## config.mk

```make
export PLATFORM = sky130hd
export DESIGN_NAME = flash_program_erase_sequencer
export DESIGN_NICKNAME = d
export VERILOG_FILES = /design/src/design/flash_clk_div.v /design/src/design/flash_program_erase_sequencer.v
export VERILOG_INCLUDE_DIRS = /design/src /design/src/design
export SDC_FILE = /design/constraint.sdc
export NUM_CORES = 1
export LEC_CHECK = 0
export BUFFER_PORTS_ARGS = -buffer_cell sky130_fd_sc_hd__buf_2
export CAP_MARGIN = 20
export CORE_MARGIN = 2
export CORE_UTILIZATION = 40
export DETAILED_ROUTE_END_ITERATION = 10
export HOLD_SLACK_MARGIN = 0.12
export PLACE_DENSITY_LB_ADDON = 0.2
export SYNTH_ARGS = -nofsm -noshare
export SYNTH_HDL_FRONTEND = slang
export SYNTH_SLANG_ARGS = --single-unit
```

## constraint.sdc

```tcl
create_clock -name clk_i -period 5 [get_ports clk_i]
set_input_delay 0.75 -clock clk_i [delete_from_list [all_inputs] [get_ports clk_i]]
set_output_delay 0.75 -clock clk_i [all_outputs]
set_load 0.1 [all_outputs]
```

## src/design/flash_seq_defs.vh

```
// Register offsets, field positions, command codes and timing counts of the flash sequencer
`ifndef FLASH_SEQ_DEFS_VH
`define FLASH_SEQ_DEFS_VH

// APB byte addresses of the sequencer registers
`define OFS_CLKDIV 12'h000
`define OFS_STATUS 12'h004
`define OFS_CMD 12'h008
`define OFS_ADDR 12'h00C
`define OFS_DATA 12'h010
`define OFS_WRITE_ARRAY 12'h014

// Status register fields
`define ST_CBEF 7
`define ST_CCF 6
`define ST_PVIOL 5
`define ST_ACCERR 4

// Divider register: bits 6:0 are the divide value, bit 7 shows it was loaded
`define DIV_LOADED 7

// Command codes
`define CMD_BLANK 8'h05
`define CMD_BYTE_PROG 8'h20
`define CMD_BURST_PROG 8'h25
`define CMD_PAGE_ERASE 8'h40
`define CMD_MASS_ERASE 8'h41

// Operation lengths in flash clock cycles
`define T_BYTE_PROG 15'h0009
`define T_BURST_PROG 15'h0004
`define T_PAGE_ERASE 15'h0FA0
`define T_MASS_ERASE 15'h4E20
`define T_BLANK 15'h0004

// Page of 512 bytes: the low 9 address bits select a byte within it
`define PAGE_BITS 9
`define ADDR_W 16

`endif

```

## src/design/flash_clk_div.v

```verilog
// Divider that makes the one-cycle flash operation clock enable
`timescale 1ns/100ps
module flash_clk_div (
	// Clock and reset
	input wire clk_i,
	input wire sys_rst_i,
	// Control
	input wire run_i,
	input wire [6:0] div_i,
	// Enable out
	output reg tick_o
);
	reg [6:0] cnt_reg;

	// Period is div_i + 1 bus cycles; held at zero while idle so each run starts aligned
	always @(posedge clk_i or posedge sys_rst_i) begin
		if (sys_rst_i) begin
			cnt_reg <= 7'h00;
			tick_o <= 1'b0;
		end else if (!run_i) begin
			cnt_reg <= 7'h00;
			tick_o <= 1'b0;
		end else if (cnt_reg == div_i) begin
			cnt_reg <= 7'h00;
			tick_o <= 1'b1;
		end else begin
			cnt_reg <= cnt_reg + 7'h01;
			tick_o <= 1'b0;
		end
	end
endmodule

```

## src/design/flash_program_erase_sequencer.v

```verilog
// Flash program, erase and blank-check command sequencer with an APB register port
//
// Contract
// - Byte program 9, burst 4, page erase 4000, mass erase 20000 flash clocks.
// - Each sequence starts with an array write; address and data are latched.
// - Page erase takes any page address; data ignored for erase and blank check.
// - Erase granularity is one whole 512-byte page.
// - Codes: blank check 0x05, byte program 0x20, burst program 0x25.
// - Codes: page erase 0x40, mass erase 0x41; all others invalid.
// - Command register write captures the code into the command buffer.
// - Writing one to buffer-empty flag launches the command and clears the flag.
// - Writing zero to buffer-empty flag mid-sequence aborts and sets access error.
// - Any departure from write, command, launch order is rejected.
// - Command-complete flag shows when the launched command has finished.
`timescale 1ns/100ps
`include "flash_seq_defs.vh"
module flash_program_erase_sequencer (
	// Clock and reset
	input wire clk_i,
	input wire sys_rst_i,
	// APB slave
	input wire psel_i,
	input wire penable_i,
	input wire pwrite_i,
	input wire [11:0] paddr_i,
	input wire [31:0] pwdata_i,
	output reg [31:0] prdata_o,
	output reg pready_o,
	output reg pslverr_o,
	// Flash array side
	output reg array_busy_o,
	output reg [7:0] array_cmd_o,
	output reg [`ADDR_W-1:0] array_addr_o,
	output reg [7:0] array_data_o,
	output reg array_done_o
);
	localparam S_IDLE = 4'b0001;
	localparam S_ADDR = 4'b0010;
	localparam S_CMD = 4'b0100;
	localparam S_RUN = 4'b1000;

	reg [3:0] state_reg;
	reg [3:0] state_next;
	reg [7:0] div_reg;
	reg cbef_reg;
	reg ccf_reg;
	reg accerr_reg;
	reg pviol_reg;
	reg [7:0] cmd_reg;
	reg [`ADDR_W-1:0] addr_reg;
	reg [7:0] data_reg;
	reg [14:0] cnt_reg;
	reg [7:0] div_next;
	reg cbef_next;
	reg ccf_next;
	reg accerr_next;
	reg pviol_next;
	reg [7:0] cmd_next;
	reg [`ADDR_W-1:0] addr_next;
	reg [7:0] data_next;
	reg [14:0] cnt_next;
	reg [7:0] array_cmd_next;
	reg [`ADDR_W-1:0] array_addr_next;
	reg [7:0] array_data_next;
	reg [31:0] rdata_next;
	wire tick;
	wire wr_en;
	wire rd_en;
	wire div_ok;
	wire fire;

	assign wr_en = psel_i && penable_i && pwrite_i;
	assign rd_en = psel_i && penable_i && !pwrite_i;
	assign div_ok = div_reg[`DIV_LOADED];

	function cmd_valid;
		input [7:0] c;
		begin
			cmd_valid = (c == `CMD_BLANK) || (c == `CMD_BYTE_PROG) ||
				(c == `CMD_BURST_PROG) || (c == `CMD_PAGE_ERASE) ||
				(c == `CMD_MASS_ERASE);
		end
	endfunction

	function [14:0] cmd_len;
		input [7:0] c;
		begin
			case (c)
				`CMD_BYTE_PROG: cmd_len = `T_BYTE_PROG;
				`CMD_BURST_PROG: cmd_len = `T_BURST_PROG;
				`CMD_PAGE_ERASE: cmd_len = `T_PAGE_ERASE;
				`CMD_MASS_ERASE: cmd_len = `T_MASS_ERASE;
				default: cmd_len = `T_BLANK;
			endcase
		end
	endfunction

	// Launch accepted only with a complete sequence and no pending error
	assign fire = wr_en && (paddr_i == `OFS_STATUS) && pwdata_i[`ST_CBEF] &&
		(state_reg == S_CMD) && !accerr_reg && div_ok;

	flash_clk_div u_div (
		.clk_i(clk_i),
		.sys_rst_i(sys_rst_i),
		.run_i(state_reg == S_RUN),
		.div_i(div_reg[6:0]),
		.tick_o(tick)
	);

	always @* begin
		state_next = state_reg;
		case (state_reg)
			S_IDLE: begin
				if (wr_en && paddr_i == `OFS_WRITE_ARRAY && !accerr_reg && div_ok)
					state_next = S_ADDR;
			end
			S_ADDR: begin
				if (wr_en && paddr_i == `OFS_CMD) begin
					if (cmd_valid(pwdata_i[7:0]))
						state_next = S_CMD;
					else
						state_next = S_IDLE;
				end else if (wr_en && paddr_i == `OFS_STATUS && !pwdata_i[`ST_CBEF]) begin
					state_next = S_IDLE;
				end else if (wr_en && paddr_i == `OFS_WRITE_ARRAY) begin
					state_next = S_IDLE;
				end
			end
			S_CMD: begin
				if (fire)
					state_next = S_RUN;
				else if (wr_en && (paddr_i == `OFS_STATUS || paddr_i == `OFS_CMD ||
					paddr_i == `OFS_WRITE_ARRAY))
					state_next = S_IDLE;
			end
			S_RUN: begin
				if (tick && cnt_reg == 15'h0001)
					state_next = S_IDLE;
			end
			default: state_next = S_IDLE;
		endcase
	end

	// Next values of the settings and of the latched sequence
	always @* begin
		div_next = div_reg;
		addr_next = addr_reg;
		data_next = data_reg;
		cmd_next = cmd_reg;
		// Divider is locked while a command runs, so timing cannot shift mid-operation
		if (wr_en && paddr_i == `OFS_CLKDIV && state_reg != S_RUN)
			div_next = {1'b1, pwdata_i[6:0]};
		if (state_reg == S_IDLE && state_next == S_ADDR) begin
			addr_next = pwdata_i[`ADDR_W+7:8];
			data_next = pwdata_i[7:0];
		end
		if (state_reg == S_ADDR && state_next == S_CMD)
			cmd_next = pwdata_i[7:0];
	end

	// Next values of the status flags and the operation counter
	always @* begin
		cbef_next = cbef_reg;
		ccf_next = ccf_reg;
		cnt_next = cnt_reg;
		accerr_next = accerr_reg;
		pviol_next = pviol_reg;
		if (fire) begin
			cbef_next = 1'b0;
			ccf_next = 1'b0;
			cnt_next = cmd_len(cmd_reg);
		end else if (state_reg == S_RUN && tick) begin
			cnt_next = cnt_reg - 15'h0001;
			if (cnt_reg == 15'h0001) begin
				ccf_next = 1'b1;
				cbef_next = 1'b1;
			end
		end
		// Error set wins over a same-cycle clear
		if ((state_reg == S_ADDR || state_reg == S_CMD) && state_next == S_IDLE)
			accerr_next = 1'b1;
		else if (state_reg == S_IDLE && wr_en && paddr_i == `OFS_WRITE_ARRAY &&
			!div_ok)
			accerr_next = 1'b1;
		else if (state_reg == S_IDLE && wr_en && paddr_i == `OFS_CMD)
			accerr_next = 1'b1;
		else if (state_reg == S_RUN && wr_en && paddr_i != `OFS_CLKDIV &&
			paddr_i != `OFS_STATUS)
			accerr_next = 1'b1;
		else if (wr_en && paddr_i == `OFS_STATUS && pwdata_i[`ST_ACCERR])
			accerr_next = 1'b0;
		// Reserved flag is never set here; it stays write-one-to-clear for software
		if (wr_en && paddr_i == `OFS_STATUS && pwdata_i[`ST_PVIOL])
			pviol_next = 1'b0;
	end

	always @(posedge clk_i or posedge sys_rst_i) begin
		if (sys_rst_i) begin
			state_reg <= S_IDLE;
			div_reg <= 8'h00;
			cbef_reg <= 1'b1;
			ccf_reg <= 1'b1;
			accerr_reg <= 1'b0;
			pviol_reg <= 1'b0;
			cmd_reg <= 8'h00;
			addr_reg <= 16'h0000;
			data_reg <= 8'h00;
			cnt_reg <= 15'h0000;
		end else begin
			state_reg <= state_next;
			div_reg <= div_next;
			cbef_reg <= cbef_next;
			ccf_reg <= ccf_next;
			accerr_reg <= accerr_next;
			pviol_reg <= pviol_next;
			cmd_reg <= cmd_next;
			addr_reg <= addr_next;
			data_reg <= data_next;
			cnt_reg <= cnt_next;
		end
	end

	// Array side outputs, page erase address forced to page base
	always @* begin
		array_cmd_next = array_cmd_o;
		array_addr_next = array_addr_o;
		array_data_next = array_data_o;
		if (fire) begin
			array_cmd_next = cmd_reg;
			if (cmd_reg == `CMD_PAGE_ERASE)
				array_addr_next = {addr_reg[`ADDR_W-1:`PAGE_BITS],
					{`PAGE_BITS{1'b0}}};
			else
				array_addr_next = addr_reg;
			if (cmd_reg == `CMD_BYTE_PROG || cmd_reg == `CMD_BURST_PROG)
				array_data_next = data_reg;
			else
				array_data_next = 8'hFF;
		end
	end

	always @(posedge clk_i or posedge sys_rst_i) begin
		if (sys_rst_i) begin
			array_busy_o <= 1'b0;
			array_cmd_o <= 8'h00;
			array_addr_o <= 16'h0000;
			array_data_o <= 8'h00;
			array_done_o <= 1'b0;
		end else begin
			array_busy_o <= (state_next == S_RUN);
			array_done_o <= (state_reg == S_RUN) && (state_next == S_IDLE);
			array_cmd_o <= array_cmd_next;
			array_addr_o <= array_addr_next;
			array_data_o <= array_data_next;
		end
	end

	// Register map decode; anything else answers with a bus error
	function addr_mapped;
		input [11:0] a;
		begin
			addr_mapped = (a == `OFS_CLKDIV) || (a == `OFS_STATUS) || (a == `OFS_CMD) ||
				(a == `OFS_ADDR) || (a == `OFS_DATA) || (a == `OFS_WRITE_ARRAY);
		end
	endfunction

	// Read data is picked in the setup phase and stands through the access phase
	always @* begin
		case (paddr_i)
			`OFS_CLKDIV: rdata_next = {24'h000000, div_reg};
			`OFS_STATUS: rdata_next = {24'h000000, cbef_reg, ccf_reg, pviol_reg,
				accerr_reg, 4'h0};
			`OFS_CMD: rdata_next = {24'h000000, cmd_reg};
			`OFS_ADDR: rdata_next = {16'h0000, addr_reg};
			`OFS_DATA: rdata_next = {24'h000000, data_reg};
			default: rdata_next = 32'h00000000;
		endcase
	end

	// APB: zero-wait answer, error on unmapped address
	always @(posedge clk_i or posedge sys_rst_i) begin
		if (sys_rst_i) begin
			prdata_o <= 32'h00000000;
			pready_o <= 1'b0;
			pslverr_o <= 1'b0;
		end else begin
			pready_o <= psel_i && !penable_i;
			pslverr_o <= psel_i && !penable_i && !addr_mapped(paddr_i);
			prdata_o <= (psel_i && !penable_i) ? rdata_next : 32'h00000000;
		end
	end
	// rd_en is kept for clarity of the access phase
	wire unused_rd = rd_en;
endmodule

```

==> insert_results.sql <==
INSERT INTO impl_metrics (metric_group, metric, value, unit) VALUES
('timing', 'finalMaxSlewViolations', '0', ''),
('route', 'drc', '0', ''),
('cts', 'post_cts_buffers', '0', ''),
('timing', 'rsz0062_at_grt', 'no', ''),
('logic_synthesis', 'post_synth_inst_count', '526', ''),
('grt', 'globalRouteTotalUtil', '19.2', '%'),
('timing', 'min_period_over_period', '55.0', '%'),
('placement', 'placed_area', '6090', 'um^2'),
('logic_synthesis', 'synthesis.yosys.warnings', '0', ''),
('power_and_ir_drop', 'power.ir.vdd_worst', '0.233', 'mV'),
('cts', 'clock-root-buffer', 'clkbuf_16', ''),
('floorplan', 'floorplan.core_area', '13700', 'um^2'),
('grt', 'grt_most_used_layer', 'met2', ''),
('timing', 'relSlewSlack', '38.7', '%'),
('logic_synthesis', 'post_synth_num_cell_types', '52', ''),
('flow_run', 'maxcap_viol_count', '0', ''),
('logic_synthesis', 'synthFlopType', 'dfrtp_1', ''),
('logic_synthesis', 'ys_ff_latch', '121', ''),
('timing', 'worst_hold_slack', '240', 'ps'),
('grt', 'overflow', '0', ''),
('setup_path', 'crit-reg2reg-launch', 'state_reg[1]', ''),
('layout', 'antennaDiodeCount', '0', ''),
('logic_synthesis', 'yosys.area_share.adder', '0.674', '%'),
('timing', 'timing.setup.tns', '0', 'ps'),
('grt', 'global_route.usage.met2', '29.5', '%'),
('setup_path', 'crit_fanout', '36', ''),
('layout', 'final_area', '6700', 'um^2'),
('cts', 'htreeDepth', '4', ''),
('setup_path', 'reg2reg_to', 'array_data_o[4]', ''),
('route', 'drt-wirelength-per-cell', '16.6', 'um'),
('setup_path', 'r2r.worst_path.cells', '5', ''),
('route', 'routed_via_density', '5.15', ''),
('layout', 'utilization', '48.8', '%'),
('layout', 'finalNetCount', '668', ''),
('timing', 'final-setup-viol-count', '0', ''),
('timing', 'final_period_minus_worst_setup_slack', '2750', 'ps'),
('logic_synthesis', 'post_synth_and_or_nand_nor_area_fraction', '20.9', '%'),
('route', 'ant_nets', '0', ''),
('placement', 'place.port_buffers', '92', ''),
('grt', 'grt_pass1_vias', '4187', ''),
('grt', 'pin_count_of_the_biggest_net_entering_global_routing', '87', ''),
('grt', 'wire_length_of_the_first_global_routing_pass', '21.5', 'mm'),
('logic_synthesis', 'yosys.area.top_type', 'dfrtp_1', ''),
('timing', 'timing.fmax', '364', 'MHz'),
('floorplan', 'initial_utilization', '40.6', '%'),
('floorplan', 'floorplan.io_pins', '117', ''),
('floorplan', 'std_cell_rows', '43', ''),
('route', 'detail_route.wirelength', '13.4', 'mm'),
('power_and_ir_drop', 'power', '0.00228', 'W'),
('route', 'drt_iter0_drc', '210', ''),
('setup_path', 'cp.arrival', '3050', 'ps'),
('placement', 'gpl.final_weighted_congestion', '0.822', ''),
('logic_synthesis', 'synth_top_area_share', '53.5', '%'),
('layout', 'area.growth.synth_to_final', '20.2', '%'),
('timing', 'final.setup_skew', '5.45', 'ps'),
('logic_synthesis', 'post_synth.cell_area_avg', '10.6', 'um^2'),
('logic_synthesis', 'synthArstFlopShare', '100', '%'),
('floorplan', 'die_y', '122', 'um'),
('setup_path', 'r2r_slack', '2340', 'ps'),
('cts', 'holdBufCountCts', '0', ''),
('logic_synthesis', 'synthXorXnorAreaFrac', '4.40', '%'),
('setup_path', 'timing.setup.critical_path_class', 'in2reg', ''),
('cts', 'cts_buffers', '17', ''),
('cts', 'cts_sinks', '121', ''),
('placement', 'final_hpwl_from_detailed_placement', '9.17', 'mm'),
('layout', 'layout-drive-gt1-share', '28.3', '%'),
('status', 'outcome', 'complete, no violations', ''),
('logic_synthesis', 'post_synth_mux_area_share', '8.02', '%'),
('logic_synthesis', 'synth_sequential_area_ratio', '54.4', '%'),
('route', 'dr_total_vias', '4165', ''),
('logic_synthesis', 'largest_family_of_logic_cells_by_synthesized_area', 'simple AND/OR/NAND/NOR gates', '');
[cell families after synthesis]
family / after synthesis
fa+ha+maj: 3
mux: 39
other cells: 1
xor+xnor: 28
compound gates: 56
flops: 121
simple gates: 232
buf+inv: 46
[cell type report]
type / instances / area [um^2]
Sequential cell: 121 / 3030
Tap cell: 180 / 225
Timing Repair Buffer: 97 / 515
Inverter: 5 / 21.3
Fill cell: 1256 / 7020
Clock buffer: 17 / 425
Multi-Input combinational cell: 374 / 2330
Clock inverter: 15 / 150
[cell usage after synthesis, drive strengths merged, types with 2 or more instances]
master  instances
nand2b          4
a211oi          3
nor3           18
mux2           35
buf            33
and4            5
nor4            9
clkbuf          8
or4             5
a21boi          3
inv             5
or3             2
nor2           44
o21ai           8
dfstp           2
o22ai           2
nand4           5
nor2b           5
ha              3
nand2          83
nand3          20
dfrtp         119
and2            5
xor2           14
a21oi          19
nor4b           6
mux2i           3
a22oi          13
o211a           2
and3           16
xnor2          14
[how the worst max path moves through the flow]
stage	startpoint	endpoint	slack, ps	cells after the start
6_report	paddr_i[9]	array_data_o[4]	2250	7
5_1_grt	paddr_i[9]	array_data_o[6]	2060	7
2_1_floorplan	sys_rst_i	accerr_reg	1040	1
3_5_place_dp	paddr_i[9]	array_data_o[6]	1830	7
3_3_place_gp	paddr_i[9]	array_data_o[7]	1850	7
4_1_cts	paddr_i[9]	array_data_o[6]	2270	7
[power breakdown]
group          internal [W]  total [W]  leakage (nW)  switching (W)
clock              0.000731    0.00118         0.276       0.000449
combinational     0.0000209   0.000122          1.48       0.000101
sequential         0.000981   0.000981          1.60    0.000000354
total               0.00173    0.00228          3.35       0.000550
[cells in the final DEF (no fill, tap or decap), drive strengths merged, types with 2 or more instances in the layout]
master / netlist / final
a211oi: 3 / 3
a21boi: 3 / 3
a21oi: 19 / 19
a22oi: 13 / 13
and2: 5 / 5
and3: 16 / 16
and4: 5 / 5
buf: 33 / 97
bufinv: 0 / 2
clkbuf: 8 / 17
clkinv: 0 / 6
clkinvlp: 0 / 4
conb: 1 / 16
dfrtp: 119 / 119
dfstp: 2 / 2
ha: 3 / 3
inv: 5 / 8
mux2: 35 / 35
mux2i: 3 / 3
nand2: 83 / 83
nand2b: 4 / 4
nand3: 20 / 20
nand4: 5 / 5
nor2: 44 / 44
nor2b: 5 / 5
nor3: 18 / 18
nor4: 9 / 9
nor4b: 6 / 6
o211a: 2 / 2
o21ai: 8 / 8
o22ai: 2 / 2
or3: 2 / 2
or4: 5 / 5
xnor2: 14 / 14
xor2: 14 / 14
[worst max-delay path, cell delays in order]
cell     delay (ps)
buf_2           100
nor4_1          450
and3_2          330
nand3_2         620
buf_4           480
nor3_1          220
nor2_1           70
[metrics by stage]
stage	std cells	worst slack [ps]
3_5_place_dp	775	1830
5_1_grt	809	2060
6_report	809	2250
2_1_floorplan	541	1040
3_3_place_gp	775	1850
4_1_cts	807	2270
[per-layer routing]
metal / vias up / part of all wire (%)
met4: 0 / 2.9
met3: 25 / 4.7
met1: 2040 / 46
met5: - / 0
met2: 122 / 47
li1: 1978 / -
Power figures use the tool's default switching activity.
